**src/ptc_defines.svh**
```systemverilog
/*
 * Constants for the protection and trim configuration bank.
 * Assumes it is included by bare name wherever a constant is needed.
 */
`ifndef PTC_DEFINES_SVH
`define PTC_DEFINES_SVH

// Register addresses on the serial register port.
`define PTC_ADDR_ZCD  8'h4D
`define PTC_ADDR_OCL  8'h4E
`define PTC_ADDR_OV   8'h4F
`define PTC_ADDR_UV   8'h50
`define PTC_ADDR_TW   8'h51
`define PTC_ADDR_CLR  8'h52
`define PTC_ADDR_AUX  8'h53

// Implemented-bit masks; reserved bits store nothing and read zero.
`define PTC_MASK_ZCD  8'h3F
`define PTC_MASK_OCL  8'h3F
`define PTC_MASK_OV   8'h07
`define PTC_MASK_UV   8'h07
`define PTC_MASK_TW   8'hFF
`define PTC_MASK_CLR  8'h01
`define PTC_MASK_AUX  8'h0E

// Reset values.
`define PTC_RST_ZERO  8'h00
`define PTC_RST_TW    8'hFF

// Field positions.
`define PTC_OCL_EN    0
`define PTC_CLR_BIT   0
`define PTC_AUX_CURRENT_LIMIT_EVENT  1
`define PTC_AUX_SRC   2
`define PTC_AUX_SONIC 3

// Threshold arithmetic, millivolts.
`define PTC_OCL_BASE  12'h0D7
`define PTC_OCL_STEP  12'h023
`define PTC_OV_NOM    12'h258
`define PTC_OV_CLAMP  12'h7D0
`define PTC_UV_NOM    12'h1F4
`define PTC_V_STEP    12'h032
`define PTC_CODE_SPEC 3'h4

`endif

```
**src/ptc_pkg.sv**
```systemverilog
/*
 * Types for the protection and trim configuration bank.
 * Assumes nothing of its surroundings.
 */
package ptc_pkg;

   // Register bank state.
   typedef struct packed {
      logic [7:0] zero_cross_detect;
      logic [7:0] per_phase_current_limit;
      logic [7:0] ov;
      logic [7:0] uv;
      logic [7:0] tw;
      logic [7:0] clr;
      logic [7:0] aux;
      logic [7:0] rdata;
      logic       rd_valid;
   } ptc_regs_t;

   // Decoded threshold state.
   typedef struct packed {
      logic signed [5:0]  zcd_steps;
      logic        [11:0] ocl_mv;
      logic        [11:0] ov_mv;
      logic               ov_clamp;
      logic signed [11:0] uv_mv;
      logic               uv_on;
   } ptc_dec_t;

   // Edge detector state.
   typedef struct packed {
      logic prev;
      logic pulse;
   } ptc_edge_t;

endpackage

```
**src/ptc_clear_edge.sv**
```systemverilog
/*
 * Rising-edge detector for the over-current status clear bit.
 * Assumes the level input is a register of the same clock.
 */
`timescale 1ns/10ps

module ptc_clear_edge (
   input  wire logic i_clk,    // System clock.
   input  wire logic i_resetn, // Asynchronous reset, active low.
   input  wire logic i_level,  // Stored clear bit.
   output logic      o_pulse   // One-cycle clear pulse.
);

   ptc_pkg::ptc_edge_t q, d;

   // Remember the last level and flag a low-to-high change only.
   always_comb begin
      d       = q;
      d.prev  = i_level;
      d.pulse = i_level & ~q.prev;
   end

   // State register.
   always_ff @(posedge i_clk or negedge i_resetn) begin
      if (!i_resetn) begin
         q <= '0;
      end else begin
         q <= d;
      end
   end

   assign o_pulse = q.pulse;

endmodule // ptc_clear_edge

```
**src/ptc_thresh_decode.sv**
```systemverilog
/*
 * Decoder from stored codes to threshold values in millivolts.
 * Assumes codes come from registers of the same clock; one cycle latency.
 */
`timescale 1ns/10ps
`include "ptc_defines.svh"

module ptc_thresh_decode (
   input  wire logic               i_clk,      // System clock.
   input  wire logic               i_resetn,   // Asynchronous reset, active low.
   input  wire logic [5:0]         i_zcd,      // Zero-cross trim code.
   input  wire logic [4:0]         i_ocl,      // Floor threshold code.
   input  wire logic [2:0]         i_ov,       // Over-voltage code.
   input  wire logic [2:0]         i_uv,       // Under-voltage code.
   output ptc_pkg::ptc_dec_t       o_dec       // Registered decoded values.
);

   ptc_pkg::ptc_dec_t q, d;
   logic [11:0]       ov_mag;
   logic [11:0]       uv_mag;

   // Decode all codes into threshold values.
   always_comb begin
      d      = q;
      ov_mag = 12'(i_ov[1:0]) * `PTC_V_STEP;
      uv_mag = 12'(i_uv[1:0]) * `PTC_V_STEP;
      // Top bit set gives a positive offset, code 100000 being one step.
      if (i_zcd[5]) begin
         d.zcd_steps = (i_zcd[4:0] == 5'h00) ? 6'sh01 : $signed({1'b0, i_zcd[4:0]});
      end else begin
         d.zcd_steps = -$signed({1'b0, i_zcd[4:0]});
      end
      d.ocl_mv   = `PTC_OCL_BASE + 12'(i_ocl) * `PTC_OCL_STEP;
      d.ov_clamp = (i_ov == `PTC_CODE_SPEC);
      if (d.ov_clamp) begin
         d.ov_mv = `PTC_OV_CLAMP;
      end else if (i_ov[2]) begin
         d.ov_mv = `PTC_OV_NOM - ov_mag;
      end else begin
         d.ov_mv = `PTC_OV_NOM + ov_mag;
      end
      d.uv_on = (i_uv != `PTC_CODE_SPEC);
      // Upper codes raise the level from nominal; code 100 shows no level.
      if (!d.uv_on) begin
         d.uv_mv = 12'sh000;
      end else if (i_uv[2]) begin
         d.uv_mv = -$signed(`PTC_UV_NOM - uv_mag);
      end else begin
         d.uv_mv = -$signed(`PTC_UV_NOM + uv_mag);
      end
   end

   // State register; reset matches all-zero codes.
   always_ff @(posedge i_clk or negedge i_resetn) begin
      if (!i_resetn) begin
         q <= '{zcd_steps: 6'sh00, ocl_mv: `PTC_OCL_BASE, ov_mv: `PTC_OV_NOM,
                ov_clamp: 1'b0, uv_mv: -$signed(`PTC_UV_NOM), uv_on: 1'b1};
      end else begin
         q <= d;
      end
   end

   assign o_dec = q;

endmodule // ptc_thresh_decode

```
**src/ptc_config_regs.sv**
```systemverilog
/*
 * Protection and trim configuration register bank of a multiphase
 * buck controller, with threshold decoding and the status clear pulse.
 * Assumes the two-wire serial engine outside presents byte writes and
 * reads on a simple one-cycle strobe port, and supplies the lock level.
 */
// Operation
// - Six-bit zero-cross trim in bits 5:0, resetting to zero offset.
// - Trim top bit selects positive offset; 0.6 mV steps to 18.6 mV.
// - Five-bit floor threshold in bits 5:1, 215 mV plus 35 mV steps.
// - Floor threshold governs disabling of per-phase current limiting.
// - Floor function enabled only while bit 0 is one; resets disabled.
// - Over-voltage code: 600 mV nominal, plus or minus 50 mV steps.
// - Over-voltage code 100 clamps the threshold at 2.0 V.
// - Under-voltage code: minus 500 mV nominal, shifted in 50 mV steps.
// - Under-voltage code 100 disables under-voltage protection.
// - Eight-bit thermal warning level resetting to 0xFF, 8 mV steps.
// - Status clear only on a zero-to-one change of the clear bit.
// - Clear register stays writable while the lock is set.
// - Ultrasonic timer enabled only by auxiliary bit 3, reset off.
// - Auxiliary bit 2 picks serial settings over fused ones.
// - Auxiliary bit 1 picks the current-limit trigger comparison.
// - Host changes these settings over the serial port during operation.
`timescale 1ns/10ps
`include "ptc_defines.svh"

module ptc_config_regs (
   input  wire logic               i_clk,                 // System clock, 100 MHz.
   input  wire logic               i_resetn,              // Asynchronous reset, active low.
   input  wire logic               i_wr_en,               // Write strobe from serial engine.
   input  wire logic               i_rd_en,               // Read strobe from serial engine.
   input  wire logic [7:0]         i_addr,                // Register address.
   input  wire logic [7:0]         i_wdata,               // Write data.
   input  wire logic               i_lock,                // Register lock level.
   output logic      [7:0]         o_rdata,               // Read data.
   output logic                    o_rd_valid,            // Read data valid pulse.
   output logic signed [5:0]       o_zero_cross_steps,    // Trim in 0.6 mV steps.
   output logic      [11:0]        o_ocl_floor_voltage,   // Floor threshold, mV.
   output logic                    o_ocl_floor_on,        // Floor function enable.
   output logic      [11:0]        o_overvoltage_mv,      // Over-voltage threshold, mV.
   output logic                    o_overvoltage_clamped, // Threshold clamped high.
   output logic signed [11:0]      o_undervoltage_mv,     // Under-voltage threshold, mV.
   output logic                    o_undervoltage_on,     // Under-voltage protection on.
   output logic      [7:0]         o_thermal_warning,     // Warning level, 8 mV codes.
   output logic                    o_overcurrent_clear,   // Status clear pulse.
   output logic                    o_ultrasonic_timer_on, // Ultrasonic timer enable.
   output logic                    o_settings_serial,     // Serial settings selected.
   output logic                    o_current_limit_event_trigger_select  // Current-limit trigger select.
);

   ////////////////////////////////////////////////////////////////////////
   // State.

   ptc_pkg::ptc_regs_t q, d;
   ptc_pkg::ptc_dec_t  dec;
   logic               clr_pulse;

   ////////////////////////////////////////////////////////////////////////
   // Register access.

   // Writes store implemented bits only; the lock holds all but clear.
   always_comb begin
      d          = q;
      d.rd_valid = i_rd_en;
      if (i_wr_en) begin
         case (i_addr)
            `PTC_ADDR_ZCD: begin
               if (!i_lock) begin
                  d.zero_cross_detect = i_wdata & `PTC_MASK_ZCD;
               end
            end
            `PTC_ADDR_OCL: begin
               if (!i_lock) begin
                  d.per_phase_current_limit = i_wdata & `PTC_MASK_OCL;
               end
            end
            `PTC_ADDR_OV: begin
               if (!i_lock) begin
                  d.ov = i_wdata & `PTC_MASK_OV;
               end
            end
            `PTC_ADDR_UV: begin
               if (!i_lock) begin
                  d.uv = i_wdata & `PTC_MASK_UV;
               end
            end
            `PTC_ADDR_TW: begin
               if (!i_lock) begin
                  d.tw = i_wdata & `PTC_MASK_TW;
               end
            end
            `PTC_ADDR_CLR: begin
               d.clr = i_wdata & `PTC_MASK_CLR;
            end
            `PTC_ADDR_AUX: begin
               if (!i_lock) begin
                  d.aux = i_wdata & `PTC_MASK_AUX;
               end
            end
            default: begin
            end
         endcase
      end
      // Reads return stored values; unmapped addresses read zero.
      if (i_rd_en) begin
         case (i_addr)
            `PTC_ADDR_ZCD: begin
               d.rdata = q.zero_cross_detect;
            end
            `PTC_ADDR_OCL: begin
               d.rdata = q.per_phase_current_limit;
            end
            `PTC_ADDR_OV: begin
               d.rdata = q.ov;
            end
            `PTC_ADDR_UV: begin
               d.rdata = q.uv;
            end
            `PTC_ADDR_TW: begin
               d.rdata = q.tw;
            end
            `PTC_ADDR_CLR: begin
               d.rdata = q.clr;
            end
            `PTC_ADDR_AUX: begin
               d.rdata = q.aux;
            end
            default: begin
               d.rdata = `PTC_RST_ZERO;
            end
         endcase
      end
   end

   // State register with documented reset values.
   always_ff @(posedge i_clk or negedge i_resetn) begin
      if (!i_resetn) begin
         q.zero_cross_detect      <= `PTC_RST_ZERO;
         q.per_phase_current_limit      <= `PTC_RST_ZERO;
         q.ov       <= `PTC_RST_ZERO;
         q.uv       <= `PTC_RST_ZERO;
         q.tw       <= `PTC_RST_TW;
         q.clr      <= `PTC_RST_ZERO;
         q.aux      <= `PTC_RST_ZERO;
         q.rdata    <= `PTC_RST_ZERO;
         q.rd_valid <= 1'b0;
      end else begin
         q <= d;
      end
   end

   ////////////////////////////////////////////////////////////////////////
   // Decoding and clear pulse.

   // Codes become registered threshold values one cycle later.
   ptc_thresh_decode u_decode (
      .i_clk    (i_clk),
      .i_resetn (i_resetn),
      .i_zcd    (q.zero_cross_detect[5:0]),
      .i_ocl    (q.per_phase_current_limit[5:1]),
      .i_ov     (q.ov[2:0]),
      .i_uv     (q.uv[2:0]),
      .o_dec    (dec)
   );

   // Clear bit edge detector keeps its own copy of the previous bit.
   ptc_clear_edge u_clear_edge (
      .i_clk    (i_clk),
      .i_resetn (i_resetn),
      .i_level  (q.clr[`PTC_CLR_BIT]),
      .o_pulse  (clr_pulse)
   );

   ////////////////////////////////////////////////////////////////////////
   // Outputs, all taken from flip-flops.

   // Register and decoder state drive the analogue controls directly.
   assign o_rdata               = q.rdata;
   assign o_rd_valid            = q.rd_valid;
   assign o_zero_cross_steps    = dec.zcd_steps;
   assign o_ocl_floor_voltage   = dec.ocl_mv;
   assign o_ocl_floor_on        = q.per_phase_current_limit[`PTC_OCL_EN];
   assign o_overvoltage_mv      = dec.ov_mv;
   assign o_overvoltage_clamped = dec.ov_clamp;
   assign o_undervoltage_mv     = dec.uv_mv;
   assign o_undervoltage_on     = dec.uv_on;
   assign o_thermal_warning     = q.tw;
   assign o_overcurrent_clear   = clr_pulse;
   assign o_ultrasonic_timer_on = q.aux[`PTC_AUX_SONIC];
   assign o_settings_serial     = q.aux[`PTC_AUX_SRC];
   assign o_current_limit_event_trigger_select = q.aux[`PTC_AUX_CURRENT_LIMIT_EVENT];
endmodule // ptc_config_regs

```
**config.mk**
```make
export PLATFORM = sky130hd
export DESIGN_NAME = ptc_config_regs
export DESIGN_NICKNAME = d
export VERILOG_FILES = /design/src/ptc_pkg.sv /design/src/ptc_clear_edge.sv /design/src/ptc_thresh_decode.sv /design/src/ptc_config_regs.sv
export VERILOG_INCLUDE_DIRS = /design/src
export SDC_FILE = /design/constraint.sdc
export NUM_CORES = 1
export LEC_CHECK = 0
export BUFFER_PORTS_ARGS = -buffer_cell sky130_fd_sc_hd__buf_2
export CORE_ASPECT_RATIO = 0.9
export CORE_MARGIN = 3
export CORE_UTILIZATION = 48
export DETAILED_ROUTE_END_ITERATION = 16
export PLACE_DENSITY = 0.71
export SYNTH_ARGS = -nofsm -noshare
export SYNTH_HDL_FRONTEND = slang
export SYNTH_SLANG_ARGS = --single-unit
```
**constraint.sdc**
```tcl
create_clock -name i_clk -period 8.1 [get_ports i_clk]
set_clock_uncertainty 0.05 [all_clocks]
set_input_delay 1.62 -clock i_clk [delete_from_list [all_inputs] [get_ports i_clk]]
set_output_delay 1.62 -clock i_clk [all_outputs]
set_load 0.1 [all_outputs]
```
After elaboration in Yosys (flattened, before gate mapping). Index checks and enable logic that the tools add are counted.

Register bits: 85. Bits of input ports: 21. Output and inout port bits: 66. Word-level logic and storage cells: 55.

Add/sub/neg operators: 8. $mul: 3. Equal/unequal tests: 9. Multiplexer cells: 7. Bitwise gates (word level): 3. Reductions and logical operators: 8.

Operator list (number): equality test 8 x 7 -> 1 bit (second input constant) (7); one-hot mux 8 bit (7 select lines) (1); 2-to-1 mux 12 bit (4); negator 12 bit (2); AND reduction 3 bit (6); multiplier 2 x 5 -> 7 bit (second input constant) (2); adder 8 x 11 -> 12 bit (first input constant) (1); adder 10 x 8 -> 11 bit (first input constant) (1); multiplier 5 x 6 -> 11 bit (second input constant) (1); subtractor 10 x 8 -> 11 bit (first input constant) (1); adder 9 x 8 -> 10 bit (first input constant) (1); subtractor 9 x 8 -> 10 bit (first input constant) (1); 2-to-1 mux 6 bit (1); negator 5 -> 6 bit (1); zero test 5 bit (1); 2-to-1 mux 5 bit (1); equality test 3 bit (second input constant) (1); inequality test 3 bit (second input constant) (1); inverter 1 bit (2); AND reduction 2 bit (1); AND 1 bit (1).

Longest topological paths before layout.
Depth in word-level cells: 5. Depth in mapped cells: 11. Mapped depth without buffers: 11.

Cells and area by module. From an unflattened synthesis, not the netlist that was laid out.

Cell total of the unflattened synthesis: 364. Area, all modules: 4239.1 um^2.

By module, submodules not included: ptc_thresh_decode (times used 1, cells an instance 202, area each 2193.4 um^2, sequential area each 996.0 um^2); ptc_config_regs (times used 1, cells an instance 159, area each 1981.9 um^2, sequential area each 985.9 um^2); ptc_clear_edge (times used 1, cells an instance 3, area each 63.8 um^2, sequential area each 50.0 um^2).

Least setup slack after synthesis. No wires, ideal clock.

Path type: in2reg. Start: input port i_addr[5]. End: register q (netlist bit o_ocl_floor_on). Setup time: 0.126 ns. Arrival: 2.821 ns. Required time: 7.924 ns. Setup slack: 5.104 ns. Cell stages on the path: 6. Path buffers: 1. Cell sequence: nor3b_4 and2_2 nand3b_2 nor2b_1 buf_4 mux2_2.

Longest elaborated chain between the ends: 2.

Ends and longest elaborated chain: start: declaration (RTL line ptc_config_regs.sv:32) `input wire logic [7:0] i_addr,`; equality test 8 x 7 -> 1 bit (RTL line ptc_config_regs.sv:66) `case (i_addr)`; AND reduction 3 bit (no line); end: declaration (RTL line ptc_config_regs.sv:54) `ptc_pkg::ptc_regs_t q, d;`.

No other way between the ends. A chain may end at the register's enable or synchronous reset.

Worst setup path in the final report.
Start: input port i_addr[5]. End: register q[54] in the netlist's numbering.

The elaborated chain is that of the path after synthesis.

==> run_results.csv <==
group,metric,value,unit
layout,final_cells,552,
die,die_area,9875,µm²
clock_tree,cts.sinks,80,
place,dpl.cell_count,536,
clock_tree,cts_made_buffers,9,
grt,grt_pass1_vias,2774,
sta,tightestPinTransition,0.9766,ns
synthesis,ys_seq_elements,80,
synthesis,synth_top_flop_cell,"dfrtp_1",
die,initial_core_util,50.64,%
detailed_routing,routedWlPerCell,14.93,µm
clock_tree,cts_max_level,3,
sta,max_freq,324.4,MHz
die,rows,31,
synthesis,yosysWarnings,0,
grt,grt_max_degree,81,
layout,antennaDiodeCount,0,
layout,drive_gt1_share,37.07,%
sta,timing.hold.ws,0.3474,ns
synthesis,yosys.cell_types.count,49,
place,io_buffers,82,
sta,period_share,38.06,%
place,place_congestion,0.8330,
detailed_routing,drt-total-wl,8243,µm
worst_setup_path,crit_path_max_fanout,6,
grt,grt_pass1_wl,13680,µm
synthesis,avgSynthCellArea,11.43,µm²
grt,grt_usage,17.55,%
worst_setup_path,cp-end-kind,"flip-flop",
worst_setup_path,start_kind,"input pin",
detailed_routing,firstDrtPassIters,4,
die,core_area,8262,µm²
grt,grt-ovfl-total,0,
sta,finalHoldViolations,0,
sta,rsz0062_at_grt,"no",
worst_setup_path,crit_required,8.28,ns
run_status,status,"finished clean",
job,cap_violations,0,
grt,antenna_found_initial,0,
die,die_width,104.4,µm
clock_tree,ctsResizeCount,0,
place,place_hpwl,6106,µm
power_and_ir_drop,p_total,0.9782,mW
detailed_routing,via_per_inst,5.005,
place,place_ws,4.661,ns
detailed_routing,route.detailed.drc,0,
sta,setup_ws,5.018,ns
power_and_ir_drop,power_density,203.4,nW/µm²
sta,slew_headroom,34.89,%
detailed_routing,vias,2763,
detailed_routing,drt_iter0_drc,126,
worst_setup_path,critical_path_arrival,3.27,ns
clock_tree,postCtsHoldBufs,0,
clock_tree,cts_tree,"yes",
worst_setup_path,path_class,"input pin to flip-flop",
power_and_ir_drop,peakVddDrop,0.1179,mV
sta,setup_viol,0,
die,pin_count,87,
sta,min_period,3.082,ns
sta,slew_violations,0,
synthesis,synth-edff-count,0,
layout,area_growth,14.92,%
clock_tree,cts.clk_slew.worst_paths,0.08,ns
synthesis,async_flop_share,100.0,%
clock_tree,cts_buffer_depth,2,
layout,fin_nets,489,
power_and_ir_drop,p_leak,2.412,nW
synthesis,syn_area,4184,µm²
synthesis,ys_seq_area_share,48.56,%
clock_tree,postCtsSetupBuffers,0,
clock_tree,worstSkewPairLatency,0.35,ns
die,die_h,94.57,µm
clock_tree,cts_root_buf,"clkbuf_8",
sta,tns,0,ns
synthesis,syn-instance-count,366,
min_path,min_path_type,"flip-flop to flip-flop",
detailed_routing,postRouteAntennaNets,0,
==> layout by cell type, fill, tap and decap left out, types with 3 or more instances in the layout <==
master     Yosys  routed
a22o_1         4       4
dfstp_2       24      24
dfrtp_1       56      56
a21o_1         4       4
mux2_2        23      23
ha_1          34      34
o31ai_1        3       3
or3_1          3       3
mux2i_1        4       4
nor2_1        17      17
clkbuf_8       0       9
bufinv_16      0       4
buf_2          1      81
xnor2_1       10      10
nand3_1        7       7
inv_1         37      37
o21ai_0       13      13
o22ai_1       11      11
a22oi_1        5       5
nand2_1       18      18
xor2_1         3       3
mux2_4         8       8
nor2b_1        5       5
a21oi_1       16      16
conb_1         1       4
==> kinds of logic after synthesis <==
family	count (synthesis)	share of synthesized area [%]
compound gates	65	9.809
xor+xnor	13	2.721
fa+ha+maj	36	11.12
buf+inv	67	8.194
flops	80	48.56
mux	36	10.29
other cells	1	0.08963
simple gates	68	9.211
==> per-stage QoR <==
stage | cell area, µm² | util [%]
floorplan | 4195 | -
detailed placement | 4548 | 55.05
global route | 4808 | 58.20
finish | 4808 | 58.20
CTS | 4808 | 58.20
global placement | 4548 | 55.05
==> state kept, by name, indices dropped and copies added (netlist names), 8 cells and up <==
register,cells
u_decode.o_dec,39
q,18
o_thermal_warning,8
o_rdata,8
==> cell type report <==
type / count / area (µm²)
fillers: 706 / 3453
flip-flops and latches: 80 / 2032
multi-input cells: 222 / 1821
repair buffers: 82 / 412.9
well taps: 115 / 143.9
inverters: 37 / 138.9
clock buffers: 11 / 131.4
clock inverters: 5 / 128.9
==> power breakdown <==
group	internal, mW	switching [mW]
logic	0.0310	0.142
clock network	0.237	0.141
registers	0.418	0.00956
total	0.686	0.293
==> cells in the mapped netlist, types with 7 or more instances <==
master    n  area [µm²]
dfrtp_1  56        1401
o21ai_0  13       65.06
mux2_4    8       120.1
ha_1     34       425.4
nand3_1   7       35.03
nand2_1  18       67.56
xnor2_1  10       87.58
a21oi_1  16       80.08
mux2_2   23       259.0
o22ai_1  11       68.82
inv_1    37       138.9
buf_4    22       165.2
nor2_1   17       63.81
dfstp_2  24       630.6
==> worst max-delay path, stage by stage <==
cell      delay, ns
buf_2          0.11
nor3b_4        0.29
and2_2         0.28
nand3b_2       0.13
nor2b_1        0.43
mux2_2         0.39
==> layer usage <==
metal  vias up  global-route usage, %  wire length, µm
met5         -                      0                0
met4         0                  4.762               65
met3         5                  5.468              482
met2        69                  27.96             3916
met1      1338                  23.40             3778
li1       1351                      -                -
==> worst paths after layout <==
check | slack, ns | start | cells past startpoint | end
worst max register to register | 5.27 | q[52] | 10 | u_decode.o_dec[35]
worst min register to register | 0.35 | u_clear_edge.q[1] | 1 | u_clear_edge.o_pulse
min in group asynchronous | 1.37 | i_resetn | 1 | u_decode.o_dec[5]
worst min-delay path | 0.35 | u_clear_edge.q[1] | 1 | u_clear_edge.o_pulse
max in group asynchronous | 6.00 | i_resetn | 1 | u_decode.o_dec[39]
worst max-delay path | 5.02 | i_addr[5] | 6 | q[54]
Power figures use the tool's default switching activity.
